$ cat src/ca_pkg.sv
package ca_pkg;

  // ==========================================================
  // Register map (one byte per register, word index)
  localparam logic [4:0] ADDR_MODE_CFG  = 5'h00;
  localparam logic [4:0] ADDR_CTRL_FLAG = 5'h01;
  localparam logic [4:0] ADDR_TB_LOW    = 5'h02;
  localparam logic [4:0] ADDR_TB_HIGH   = 5'h03;
  localparam logic [4:0] ADDR_MODSEL0   = 5'h04;
  localparam logic [4:0] ADDR_CMPLO0    = 5'h09;
  localparam logic [4:0] ADDR_CMPHI0    = 5'h0E;
  localparam logic [4:0] ADDR_STATUS    = 5'h13;

  // ==========================================================
  // Mode config fields
  localparam int BIT_OVF_IRQ_EN = 0;
  localparam int BIT_SRC_LO     = 1;
  localparam int BIT_SRC_HI     = 2;
  localparam int BIT_WDOG_EN    = 6;
  localparam int BIT_IDLE_STOP  = 7;

  // Control/flag fields
  localparam int BIT_RUN = 6;
  localparam int BIT_OVF = 7;

  // Module mode select fields
  localparam int BIT_MOD_IRQ_EN  = 0;
  localparam int BIT_PWM_EN      = 1;
  localparam int BIT_TOGGLE_EN   = 2;
  localparam int BIT_MATCH_EN    = 3;
  localparam int BIT_FALL_CAP_EN = 4;
  localparam int BIT_RISE_CAP_EN = 5;
  localparam int BIT_CMP_EN      = 6;

  localparam logic [7:0] RESET_BYTE = 8'h00;

  // Prescale divisors
  localparam int DIV_SLOW_6CLK  = 6;
  localparam int DIV_SLOW_12CLK = 12;
  localparam int DIV_FAST_6CLK  = 2;
  localparam int DIV_FAST_12CLK = 4;

  typedef enum logic [1:0] {
    SRC_OSC_SLOW = 2'b00,
    SRC_OSC_FAST = 2'b01,
    SRC_T0_OVF   = 2'b10,
    SRC_EXT_PIN  = 2'b11
  } count_src_t;

  typedef struct packed {
    logic [4:0] addr;
    logic [7:0] wdata;
    logic       wr;
    logic       rd;
  } bus_req_t;

  typedef struct packed {
    logic [7:0] mode;
    logic [7:0] cmp_lo;
    logic [7:0] cmp_hi;
  } module_cfg_t;

  typedef struct packed {
    logic       event_flag;
    logic       pin_out;
    logic [7:0] duty;
    logic       cap_wr;
  } module_stat_t;

endpackage : ca_pkg

$ cat src/ca_module.sv
`timescale 1ns/10ps

// ==========================================================
// One capture/compare module
module ca_module (
  input  wire logic                ref_clk,
  input  wire logic                arst_n,
  input  wire logic [15:0]         time_base,
  input  wire logic                tick,
  input  wire logic                low_wrap,
  input  wire logic                pin_rise,
  input  wire logic                pin_fall,
  input  wire ca_pkg::module_cfg_t cfg,
  output      ca_pkg::module_stat_t stat
);

  typedef struct packed {
    logic       pin_out;
    logic [7:0] duty;
  } mod_state_t;

  mod_state_t s_q;
  mod_state_t s_d;
  logic       match;
  logic       pwm;
  logic       capture;

  always_comb
  begin
    pwm = cfg.mode[ca_pkg::BIT_PWM_EN] & cfg.mode[ca_pkg::BIT_CMP_EN];
    match = cfg.mode[ca_pkg::BIT_CMP_EN] & tick
          & (time_base == {cfg.cmp_hi, cfg.cmp_lo});
    capture = (cfg.mode[ca_pkg::BIT_FALL_CAP_EN] & pin_fall)
            | (cfg.mode[ca_pkg::BIT_RISE_CAP_EN] & pin_rise);
    s_d = s_q;
    if (pwm)
    begin
      if (low_wrap)
        s_d.duty = cfg.cmp_hi;
      s_d.pin_out = (time_base[7:0] >= s_q.duty);
    end
    else if (match & cfg.mode[ca_pkg::BIT_TOGGLE_EN])
      s_d.pin_out = ~s_q.pin_out;
    stat.pin_out = s_q.pin_out;
    stat.duty = s_q.duty;
    stat.cap_wr = capture;
    stat.event_flag = capture
                    | (match & cfg.mode[ca_pkg::BIT_MATCH_EN] & ~pwm);
  end

  always_ff @(posedge ref_clk or negedge arst_n)
  begin
    if (!arst_n)
      s_q <= '0;
    else
      s_q <= s_d;
  end

endmodule : ca_module

$ cat src/ca_top.sv
// Chosen here: the address map and the address-and-strobe port.
`timescale 1ns/10ps

// Behaviour
// - Two-bit source selects osc/6 or /12, osc/2 or /4, timer0, pin.
// - Idle-stop bit halts time base while processor idles.
// - Watchdog-enable bit enables watchdog on module 4 only.
// - Time base counts only while the run bit is set.
// - Time base overflow sets overflow flag; interrupt if enabled.
// - Only software clears the overflow flag.
// - Bits 0..4 are module flags set by hardware, cleared by software.
// - Module bit 0 lets the module flag raise the interrupt.
// - Toggle bit inverts module pin on each compare match.
// - Match bit sets module flag on compare match.
// - Bit 4 arms falling capture, bit 5 rising, both arm either.
// - Bit 6 enables the module comparator.
// - Armed edge copies the 16-bit time base into capture pair.
// - PWM output low while low byte below duty, else high.
// - Duty byte reloads from high compare byte on low byte wrap.
// - Watchdog match on module 4 makes an internal reset pulse.
module ca_top #(
  parameter int NUM_MODULES = 5
) (
  input  wire logic             ref_clk,
  input  wire logic             arst_n,
  input  wire logic [4:0]       addr,
  input  wire logic [7:0]       wdata,
  input  wire logic             wr,
  input  wire logic             rd,
  output      logic [7:0]       rdata,
  input  wire logic             twelve_clk_mode,
  input  wire logic             cpu_idle,
  input  wire logic             timer0_overflow,
  input  wire logic             external_count_input,
  input  wire logic [NUM_MODULES-1:0] module_pin_in,
  output      logic [NUM_MODULES-1:0] module_pin,
  output      logic             irq,
  output      logic             wdog_reset
);

  localparam int N = NUM_MODULES;
  localparam int WDOG_MOD = 4;

  typedef struct packed {
    logic [7:0]   mode_cfg;
    logic [7:0]   ctrl;
    logic [15:0]  tb;
    logic [N-1:0][7:0] modsel;
    logic [N-1:0][7:0] cmp_lo;
    logic [N-1:0][7:0] cmp_hi;
    logic [3:0]   presc;
    logic [1:0]   eci_sync;
    logic         eci_prev;
    logic [N-1:0] pin_s1;
    logic [N-1:0] pin_s2;
    logic [N-1:0] pin_prev;
    logic [N-1:0] pin_out;
    logic         irq;
    logic         wdog;
    logic [7:0]   rdata;
  } top_state_t;

  top_state_t q;
  top_state_t d;

  ca_pkg::module_cfg_t  cfg  [N];
  ca_pkg::module_stat_t stat [N];
  logic                 tick;
  logic                 low_wrap;
  logic [3:0]           div;
  logic                 src_pulse;
  logic [N-1:0]         rise;
  logic [N-1:0]         fall;
  logic [N-1:0]         evt;

  // ==========================================================
  // Module array
  genvar g;
  generate
    for (g = 0; g < N; g++)
    begin : g_mod
      assign cfg[g].mode = q.modsel[g];
      assign cfg[g].cmp_lo = q.cmp_lo[g];
      assign cfg[g].cmp_hi = q.cmp_hi[g];
      assign rise[g] = q.pin_s2[g] & ~q.pin_prev[g];
      assign fall[g] = ~q.pin_s2[g] & q.pin_prev[g];
      assign evt[g] = stat[g].event_flag;
      ca_module u_mod (
        .ref_clk   (ref_clk),
        .arst_n    (arst_n),
        .time_base (q.tb),
        .tick      (tick),
        .low_wrap  (low_wrap),
        .pin_rise  (rise[g]),
        .pin_fall  (fall[g]),
        .cfg       (cfg[g]),
        .stat      (stat[g])
      );
    end
  endgenerate

  // ==========================================================
  // Time base increment source
  always_comb
  begin
    if (q.mode_cfg[ca_pkg::BIT_SRC_LO])
      div = twelve_clk_mode ? 4'(ca_pkg::DIV_FAST_12CLK)
                            : 4'(ca_pkg::DIV_FAST_6CLK);
    else
      div = twelve_clk_mode ? 4'(ca_pkg::DIV_SLOW_12CLK)
                            : 4'(ca_pkg::DIV_SLOW_6CLK);
    unique case (ca_pkg::count_src_t'({q.mode_cfg[ca_pkg::BIT_SRC_HI],
                                       q.mode_cfg[ca_pkg::BIT_SRC_LO]}))
      ca_pkg::SRC_OSC_SLOW,
      ca_pkg::SRC_OSC_FAST: src_pulse = (q.presc == div - 4'h1);
      ca_pkg::SRC_T0_OVF:   src_pulse = timer0_overflow;
      ca_pkg::SRC_EXT_PIN:  src_pulse = q.eci_sync[1] & ~q.eci_prev;
    endcase
    tick = src_pulse & q.ctrl[ca_pkg::BIT_RUN]
         & ~(cpu_idle & q.mode_cfg[ca_pkg::BIT_IDLE_STOP]);
    low_wrap = tick & (q.tb[7:0] == 8'hFF);
  end

  // ==========================================================
  // State update
  always_comb
  begin
    d = q;
    d.eci_sync = {q.eci_sync[0], external_count_input};
    d.eci_prev = q.eci_sync[1];
    d.pin_s1 = module_pin_in;
    d.pin_s2 = q.pin_s1;
    d.pin_prev = q.pin_s2;
    d.presc = (q.presc >= div - 4'h1) ? 4'h0 : q.presc + 4'h1;

    // Register writes first so hardware sets below win over clears
    if (wr)
    begin
      if (addr == ca_pkg::ADDR_MODE_CFG)
        d.mode_cfg = wdata;
      if (addr == ca_pkg::ADDR_CTRL_FLAG)
        d.ctrl = wdata & 8'hDF;
      if (addr == ca_pkg::ADDR_TB_LOW)
        d.tb[7:0] = wdata;
      if (addr == ca_pkg::ADDR_TB_HIGH)
        d.tb[15:8] = wdata;
      for (int i = 0; i < N; i++)
      begin
        if (addr == ca_pkg::ADDR_MODSEL0 + 5'(i))
          d.modsel[i] = wdata & 8'h7F;
        if (addr == ca_pkg::ADDR_CMPLO0 + 5'(i))
          d.cmp_lo[i] = wdata;
        if (addr == ca_pkg::ADDR_CMPHI0 + 5'(i))
          d.cmp_hi[i] = wdata;
      end
    end

    if (tick)
    begin
      d.tb = q.tb + 16'h0001;
      if (q.tb == 16'hFFFF)
        d.ctrl[ca_pkg::BIT_OVF] = 1'b1;
    end

    for (int i = 0; i < N; i++)
    begin
      if (stat[i].cap_wr)
      begin
        d.cmp_lo[i] = q.tb[7:0];
        d.cmp_hi[i] = q.tb[15:8];
      end
      if (evt[i])
        d.ctrl[i] = 1'b1;
    end

    // Watchdog match on module 4 compare
    d.wdog = q.mode_cfg[ca_pkg::BIT_WDOG_EN]
           & tick & q.modsel[WDOG_MOD][ca_pkg::BIT_CMP_EN]
           & ~q.modsel[WDOG_MOD][ca_pkg::BIT_PWM_EN]
           & (q.tb == {q.cmp_hi[WDOG_MOD], q.cmp_lo[WDOG_MOD]});

    d.irq = (d.ctrl[ca_pkg::BIT_OVF]
             & d.mode_cfg[ca_pkg::BIT_OVF_IRQ_EN]);
    for (int i = 0; i < N; i++)
      d.irq = d.irq | (d.ctrl[i]
                       & d.modsel[i][ca_pkg::BIT_MOD_IRQ_EN]);

    for (int i = 0; i < N; i++)
      d.pin_out[i] = stat[i].pin_out;

    // Read path, data valid the cycle after the strobe
    d.rdata = 8'h00;
    if (rd)
    begin
      if (addr == ca_pkg::ADDR_MODE_CFG)
        d.rdata = q.mode_cfg;
      if (addr == ca_pkg::ADDR_CTRL_FLAG)
        d.rdata = q.ctrl;
      if (addr == ca_pkg::ADDR_TB_LOW)
        d.rdata = q.tb[7:0];
      if (addr == ca_pkg::ADDR_TB_HIGH)
        d.rdata = q.tb[15:8];
      if (addr == ca_pkg::ADDR_STATUS)
        d.rdata = 8'(q.pin_out);
      for (int i = 0; i < N; i++)
      begin
        if (addr == ca_pkg::ADDR_MODSEL0 + 5'(i))
          d.rdata = q.modsel[i];
        if (addr == ca_pkg::ADDR_CMPLO0 + 5'(i))
          d.rdata = q.cmp_lo[i];
        if (addr == ca_pkg::ADDR_CMPHI0 + 5'(i))
          d.rdata = q.cmp_hi[i];
      end
    end
  end

  always_ff @(posedge ref_clk or negedge arst_n)
  begin
    if (!arst_n)
      q <= '0;
    else
      q <= d;
  end

  assign rdata      = q.rdata;
  assign module_pin = q.pin_out;
  assign irq        = q.irq;
  assign wdog_reset = q.wdog;

endmodule : ca_top

$ cat config.mk
export PLATFORM = sky130hd
export DESIGN_NAME = ca_top
export DESIGN_NICKNAME = d
export VERILOG_FILES = /design/src/ca_pkg.sv /design/src/ca_module.sv /design/src/ca_top.sv
export SDC_FILE = /design/constraint.sdc
export NUM_CORES = 1
export LEC_CHECK = 0
export ABC_AREA = 1
export BUFFER_PORTS_ARGS = -buffer_cell sky130_fd_sc_hd__clkbuf_2
export CORE_ASPECT_RATIO = 1.4
export CORE_MARGIN = 4
export CORE_UTILIZATION = 45
export DETAILED_ROUTE_END_ITERATION = 16
export PLACE_DENSITY = 0.68
export SLEW_MARGIN = 30
export SYNTH_ARGS = -nofsm -noshare
export SYNTH_HDL_FRONTEND = slang
export SYNTH_HIERARCHICAL = 1
export SYNTH_SLANG_ARGS = --single-unit
$ cat constraint.sdc
create_clock -name ref_clk -period 7.85 [get_ports ref_clk]
set_clock_uncertainty 0.15 [all_clocks]
set_input_delay 0.3925 -clock ref_clk [delete_from_list [all_inputs] [get_ports ref_clk]]
set_output_delay 0.3925 -clock ref_clk [all_outputs]
set_load 0.05 [all_outputs]
=== After elaboration in Yosys (flattened, before gate mapping) ===
Index checks and enable logic that the tools add are counted.

* Register bits: 228
* Output and inout port bits: 15
* Word-level logic and storage cells: 312

* Add/sub/neg operators: 3
* $lt $le $gt $ge: 6
* Equality and inequality tests: 30
* Mux-type cells: 74
* Bitwise gates (word level): 103
* Reduce and logical (&&, ||, !) cells: 50

{| class="wikitable"
|+ Operator list
! kind !! count
|-
| two-way mux 8 bit || 44
|-
| two-way mux 145 bit || 1
|-
| == test 16 bit || 5
|-
| bitwise AND 1 bit || 65
|-
| AND reduction 2 bit || 24
|-
| nonzero test 2 bit || 23
|-
| == test 5 x 4 -> 1 bit, second input constant || 8
|-
| >= comparator 8 bit || 5
|-
| two-way mux 7 bit || 5
|-
| inverter 1 bit || 23
|-
| == test 5 x 3 -> 1 bit, second input constant || 4
|-
| == test 5 bit, second input constant || 4
|-
| two-way mux 1 bit || 18
|-
| adder 16 x 1 -> 16 bit, second input constant || 1
|-
| == test 16 bit, second input constant || 1
|-
| two-way mux 16 bit || 1
|-
| bitwise OR 1 bit || 15
|-
| two-way mux 4 bit || 3
|-
| == test 5 x 2 -> 1 bit, second input constant || 2
|-
| == test 8 bit, second input constant || 1
|-
| == test 5 x 1 -> 1 bit, second input constant || 1
|-
| zero test 5 bit || 1
|-
| adder 4 x 1 -> 4 bit, second input constant || 1
|-
| == test 2 bit, second input constant || 2
|-
| other kinds (8) || 8
|}

=== Logic depth before layout (Yosys ltp) ===
* Depth after elaboration: 22
* Depth in mapped cells: 20
* Mapped depth without buffers: 18

=== Modules after synthesis ===
The synthesis kept the hierarchy.

{| class="wikitable"
|+ Modules (own cells, without submodules)
! module !! instances !! cells each !! area each (um^2)
|-
| ca_top || 1 || 1213 || 9566.7
|-
| ca_module || 5 || 135 || 863.3
|}

=== Worst setup path after synthesis ===
OpenSTA, ideal clock, no wires.

* Path type: reg2reg
* Start point: register q[182] (netlist bit)
* End point: register q (netlist bit irq)
* Library setup time: 0.136 ns
* Arrival: 2.368 ns
* Required time: 7.564 ns
* Slack: 5.196 ns
* Cell stages (with the launch flop): 21
* Period minus slack after synthesis: 2.654 ns
* Cells stage by stage: dfrtp_1 -> inv_1 -> nand2_1 -> ha_1 -> a41oi_1 -> nor2_1 -> and3_1 -> buf_6 -> buf_6 -> nand2_1 -> a21oi_1 -> nand3b_1 -> nor2_2 -> nand3_1 -> o21bai_1 -> a21oi_1 -> o21ai_0 -> nand2_1 -> nand2_1 -> a221oi_1 -> nand3_1

{| class="wikitable"
|+ RTL lines
! item !! RTL line !! RTL
|-
| from (decl) || ca_top.sv:63 || <nowiki>top_state_t q;</nowiki>
|-
| from (signal assigned) || ca_top.sv:220 || <nowiki>q <= '0;</nowiki>
|-
| from (signal assigned) || ca_top.sv:222 || <nowiki>q <= d;</nowiki>
|}

=== Worst setup path after layout ===
* Start point: register q[157] (netlist bit)
* End point: register g_mod[4].u_mod.s_q (netlist bit g_mod[4].u_mod/stat[5])

* Longest elaborated chain between the ends: 3

{| class="wikitable"
|+ Ends and longest elaborated chain
! item !! RTL line !! RTL
|-
| == test 8 bit || ca_top.sv:121 || <nowiki>low_wrap = tick & (q.tb[7:0] == 8'hFF);</nowiki>
|-
| bitwise AND 1 bit || ca_top.sv:121 ||
|-
| named net low_wrap || ca_top.sv:69 || <nowiki>logic low_wrap;</nowiki>
|-
| AND reduction 2 bit (no source line) || n/a ||
|-
| to (signal assigned) || ca_module.sv:54 || <nowiki>s_q <= '0;</nowiki>
|-
| to (signal assigned) || ca_module.sv:56 || <nowiki>s_q <= s_d;</nowiki>
|-
| to (decl) || ca_module.sv:22 || <nowiki>mod_state_t s_q;</nowiki>
|}

The timed path passes the listed nets, and every way through them passes these cells.
A chain may end at the register's enable or synchronous reset.

==> summary.md <==
The tools report the number of hold buffers added after CTS as 7. For the met3 wire length, the log shows 3910 um. Entering global routing, the biggest net connects 126 pins.

The floorplan step defined a die boundary enclosing 33800 sq um. In the post-route analysis, the smallest setup slack over all paths is 4.47 ns. The run gives 0 as the number of setup buffers added after CTS.

Among cell families on the critical path, the largest total delay comes from simple AND/OR/NAND/NOR gates. The length of routed met2 wiring was 21300 um; the number of antenna violations at the first check in global routing was 0. Hold violation count in the final report: 0. For the worst setup slack before clock tree synthesis, the log shows 4.52 ns. The max capacitance violation total is 0. The clock-pin slew on the worst setup and hold paths works out to 0.07 ns.

The run gives 296 MHz as the upper clock frequency limit. The via count of the first global-routing pass was 12400. The flow ran to the end, and the final reports show no timing, DRC or antenna violations.

Of all nets on the critical path, the largest fanout is 16. The wire-length estimate of the detail-placed layout is 33100 um. The logs give 0 for the number of instances resized during post-cts repair and 8.12 ns for the critical path data required time.

The worst hold path belongs to the class input pin to flip-flop. For the initial core utilization, the log shows 0.459. The die height was 216 um. Row generation in the floorplan step produced 75 rows. The count of nets left with antenna violations after detail routing came out at 0. The tools report the number of top-level design ports as 41. In the routed design, unresolved DRC markers number 0. The cell at the root of the clock tree is sky130_fd_sc_hd__clkbuf_16. The final wirelength is 46800 um, and the post-synth net total is 1958.

The all-layer global routing usage was 0.278. The mean instance size in the synthesized netlist was 7.36 sq um. Worst-margin pin slew: 1.09 ns. The average vias per placed instance was 5.64; the global placement routability congestion was 0.977. Setup repair after global routing left no endpoint under its margin. Synthesis produced a netlist whose cell count is 1887. The smallest clock period supported by the final layout is computed as 3.38 ns. Signal routing reaches up to met4. Across the VDD grid, the largest voltage drop is 0.202 mV. Dividing the detail-routed wire length by the instance count gives 20.4 um.

After synthesis the cells add up to 13900 sq um. In this run the deepest clock path goes through 3 buffers. The number of max-slew violations in the final report was 0.

Share of cells above drive strength 1: 0.107. The total number of H-tree levels is 1, and the number of sinks driven by the clock tree is 228. Setup violations remaining at the end of the flow were counted as 0. Detailed routing inserted a total of 12900 vias. The first routing iteration left 1396 violations. Worst slew slack as a fraction of its limit: 0.274.

Share of the clock period used by the worst path after layout: 0.431. TritonCTS built the clock tree. The run gives 6 as the total of warnings raised by yosys.

The insertion delay to the later sink of the worst-skew pair was 0.55 ns; the power per standard cell area was 328 nW/um^2. The largest single stage delay on the critical path is 1.03 ns. The area added between synthesis and finish was 8.73%.

The run gives 1966 as the total number of nets in the final design. The total global routing overflow came out at 0. Setup total negative slack on the finished layout was measured at 0 ns. Buffers placed on the I/O ports in this run total 40. After floorplanning, the core was sized to cover 30200 sq um. The worst setup path is captured at a flip-flop. The tools report the antenna cell count as 0. The met1 wire length is 18800 um.

Walking the worst path, the cells encountered are ha_1 > nand3_1 > nor2_1 > inv_1 > nor2_2 > nand4_1 > inv_1 > nand2_2 > nor2_1 > a21oi_1. STA classifies the critical path startpoint as a flip-flop. Clock tree synthesis inserted a total of 23 buffers. Summed over all cells, the static leakage comes to 7.35 nW. The count of TritonRoute iterations in the first routing pass came out at 5. The critical path is of the flip-flop to flip-flop type.

The arrival time at the worst endpoint is 3.65 ns, and the buffers plus inverters on the worst setup path is 2. The wire length of the first global-routing pass was 72400 um; the horizontal die dimension was 156 um. For this design, the slowest cell found on the critical path is sky130_fd_sc_hd__dfrtp_1.
## where the power goes
group / leakage, nW / internal (mW) / switching [mW]
clock: 0.376 / 0.673 / 0.494
sequential: 2.86 / 1.47 / 0.499
combinational: 4.12 / 0.631 / 1.18
total: 7.35 / 2.77 / 2.18
## worst register-to-register path: stages, from the launching register on
cell and delay (ns):
sky130_fd_sc_hd__dfrtp_1 1.03, sky130_fd_sc_hd__ha_1 0.32, sky130_fd_sc_hd__nand3_1 0.11, sky130_fd_sc_hd__nor2_1 0.12
sky130_fd_sc_hd__inv_1 0.07, sky130_fd_sc_hd__nor2_2 0.20, sky130_fd_sc_hd__nand4_1 0.19, sky130_fd_sc_hd__inv_1 0.50
sky130_fd_sc_hd__nand2_2 0.33, sky130_fd_sc_hd__nor2_1 0.18, sky130_fd_sc_hd__a21oi_1 0.05
## final timing paths
path,startpoint,endpoint,slack (ns),cells past startpoint
worst min register to register,d[22]$_DFF_PN0_,d[17]$_DFF_PN0_,0.21,0
worst min-delay path,rd,rdata[5]$_DFF_PN0_,0.05,3
worst max register to register,q[157]$_DFFE_PN0P_,g_mod[4].u_mod/stat[5]$_DFFE_PN0P_,4.47,10
min in group asynchronous,arst_n,cfg[105]$_DFFE_PN0P_,0.18,2
max in group asynchronous,arst_n,cfg[24]$_DFFE_PN0P_,5.95,4
worst max-delay path,q[157]$_DFFE_PN0P_,g_mod[4].u_mod/stat[5]$_DFFE_PN0P_,4.47,10
## placed cells by master, fill, tap and decap left out, types with 35 or more instances in the layout
cell / instances
sky130_fd_sc_hd__a21oi_1: 130
sky130_fd_sc_hd__clkbuf_2: 39
sky130_fd_sc_hd__dfrtp_1: 228
sky130_fd_sc_hd__ha_1: 45
sky130_fd_sc_hd__inv_1: 209
sky130_fd_sc_hd__nand2_1: 560
sky130_fd_sc_hd__nand3_1: 50
sky130_fd_sc_hd__nor2_1: 150
sky130_fd_sc_hd__o21ai_0: 124
sky130_fd_sc_hd__o21ai_1: 51
sky130_fd_sc_hd__xnor2_1: 35
## registers in the layout, indices dropped and copies added (netlist names)
| signal | flops |
|---|---|
| cfg | 115 |
| g_mod.u_mod/stat | 45 |
| q | 41 |
| d | 12 |
| rdata | 8 |
| module_pin | 5 |
| irq | 1 |
| wdog_reset | 1 |
## through the flow
stage | std cells | power (mW) | instance area, sq um | hold slack, ns | utilization
after global placement | 2245 | 3.70 | 14200 | 0.183 | 0.469
after detailed placement | 2247 | 3.74 | 14200 | 0.187 | 0.470
after floorplan | 1887 | 3.09 | 13900 | -0.0531 | -
final | 2293 | 4.95 | 15100 | 0.0469 | 0.499
after CTS | 2292 | 4.91 | 15000 | 0.0270 | 0.498
after global routing | 2293 | 5.25 | 15100 | 0.0514 | 0.499
## layout make-up
cell class	count	area, sq um
tap	385	482
multi-input combinational	1336	6790
timing repair buffer	62	417
clock buffer	27	631
clock inverter	11	149
sequential	228	5710
inverter	244	920
fill	2959	15100
## routing by layer
metal | vias to the layer above | GRT usage
met5 | - | 0
met4 | 0 | 0.149
met3 | 154 | 0.0407
met2 | 663 | 0.436
met1 | 6045 | 0.371
li1 | 6073 | -
Note: power is estimated with default switching activity, not from simulation.
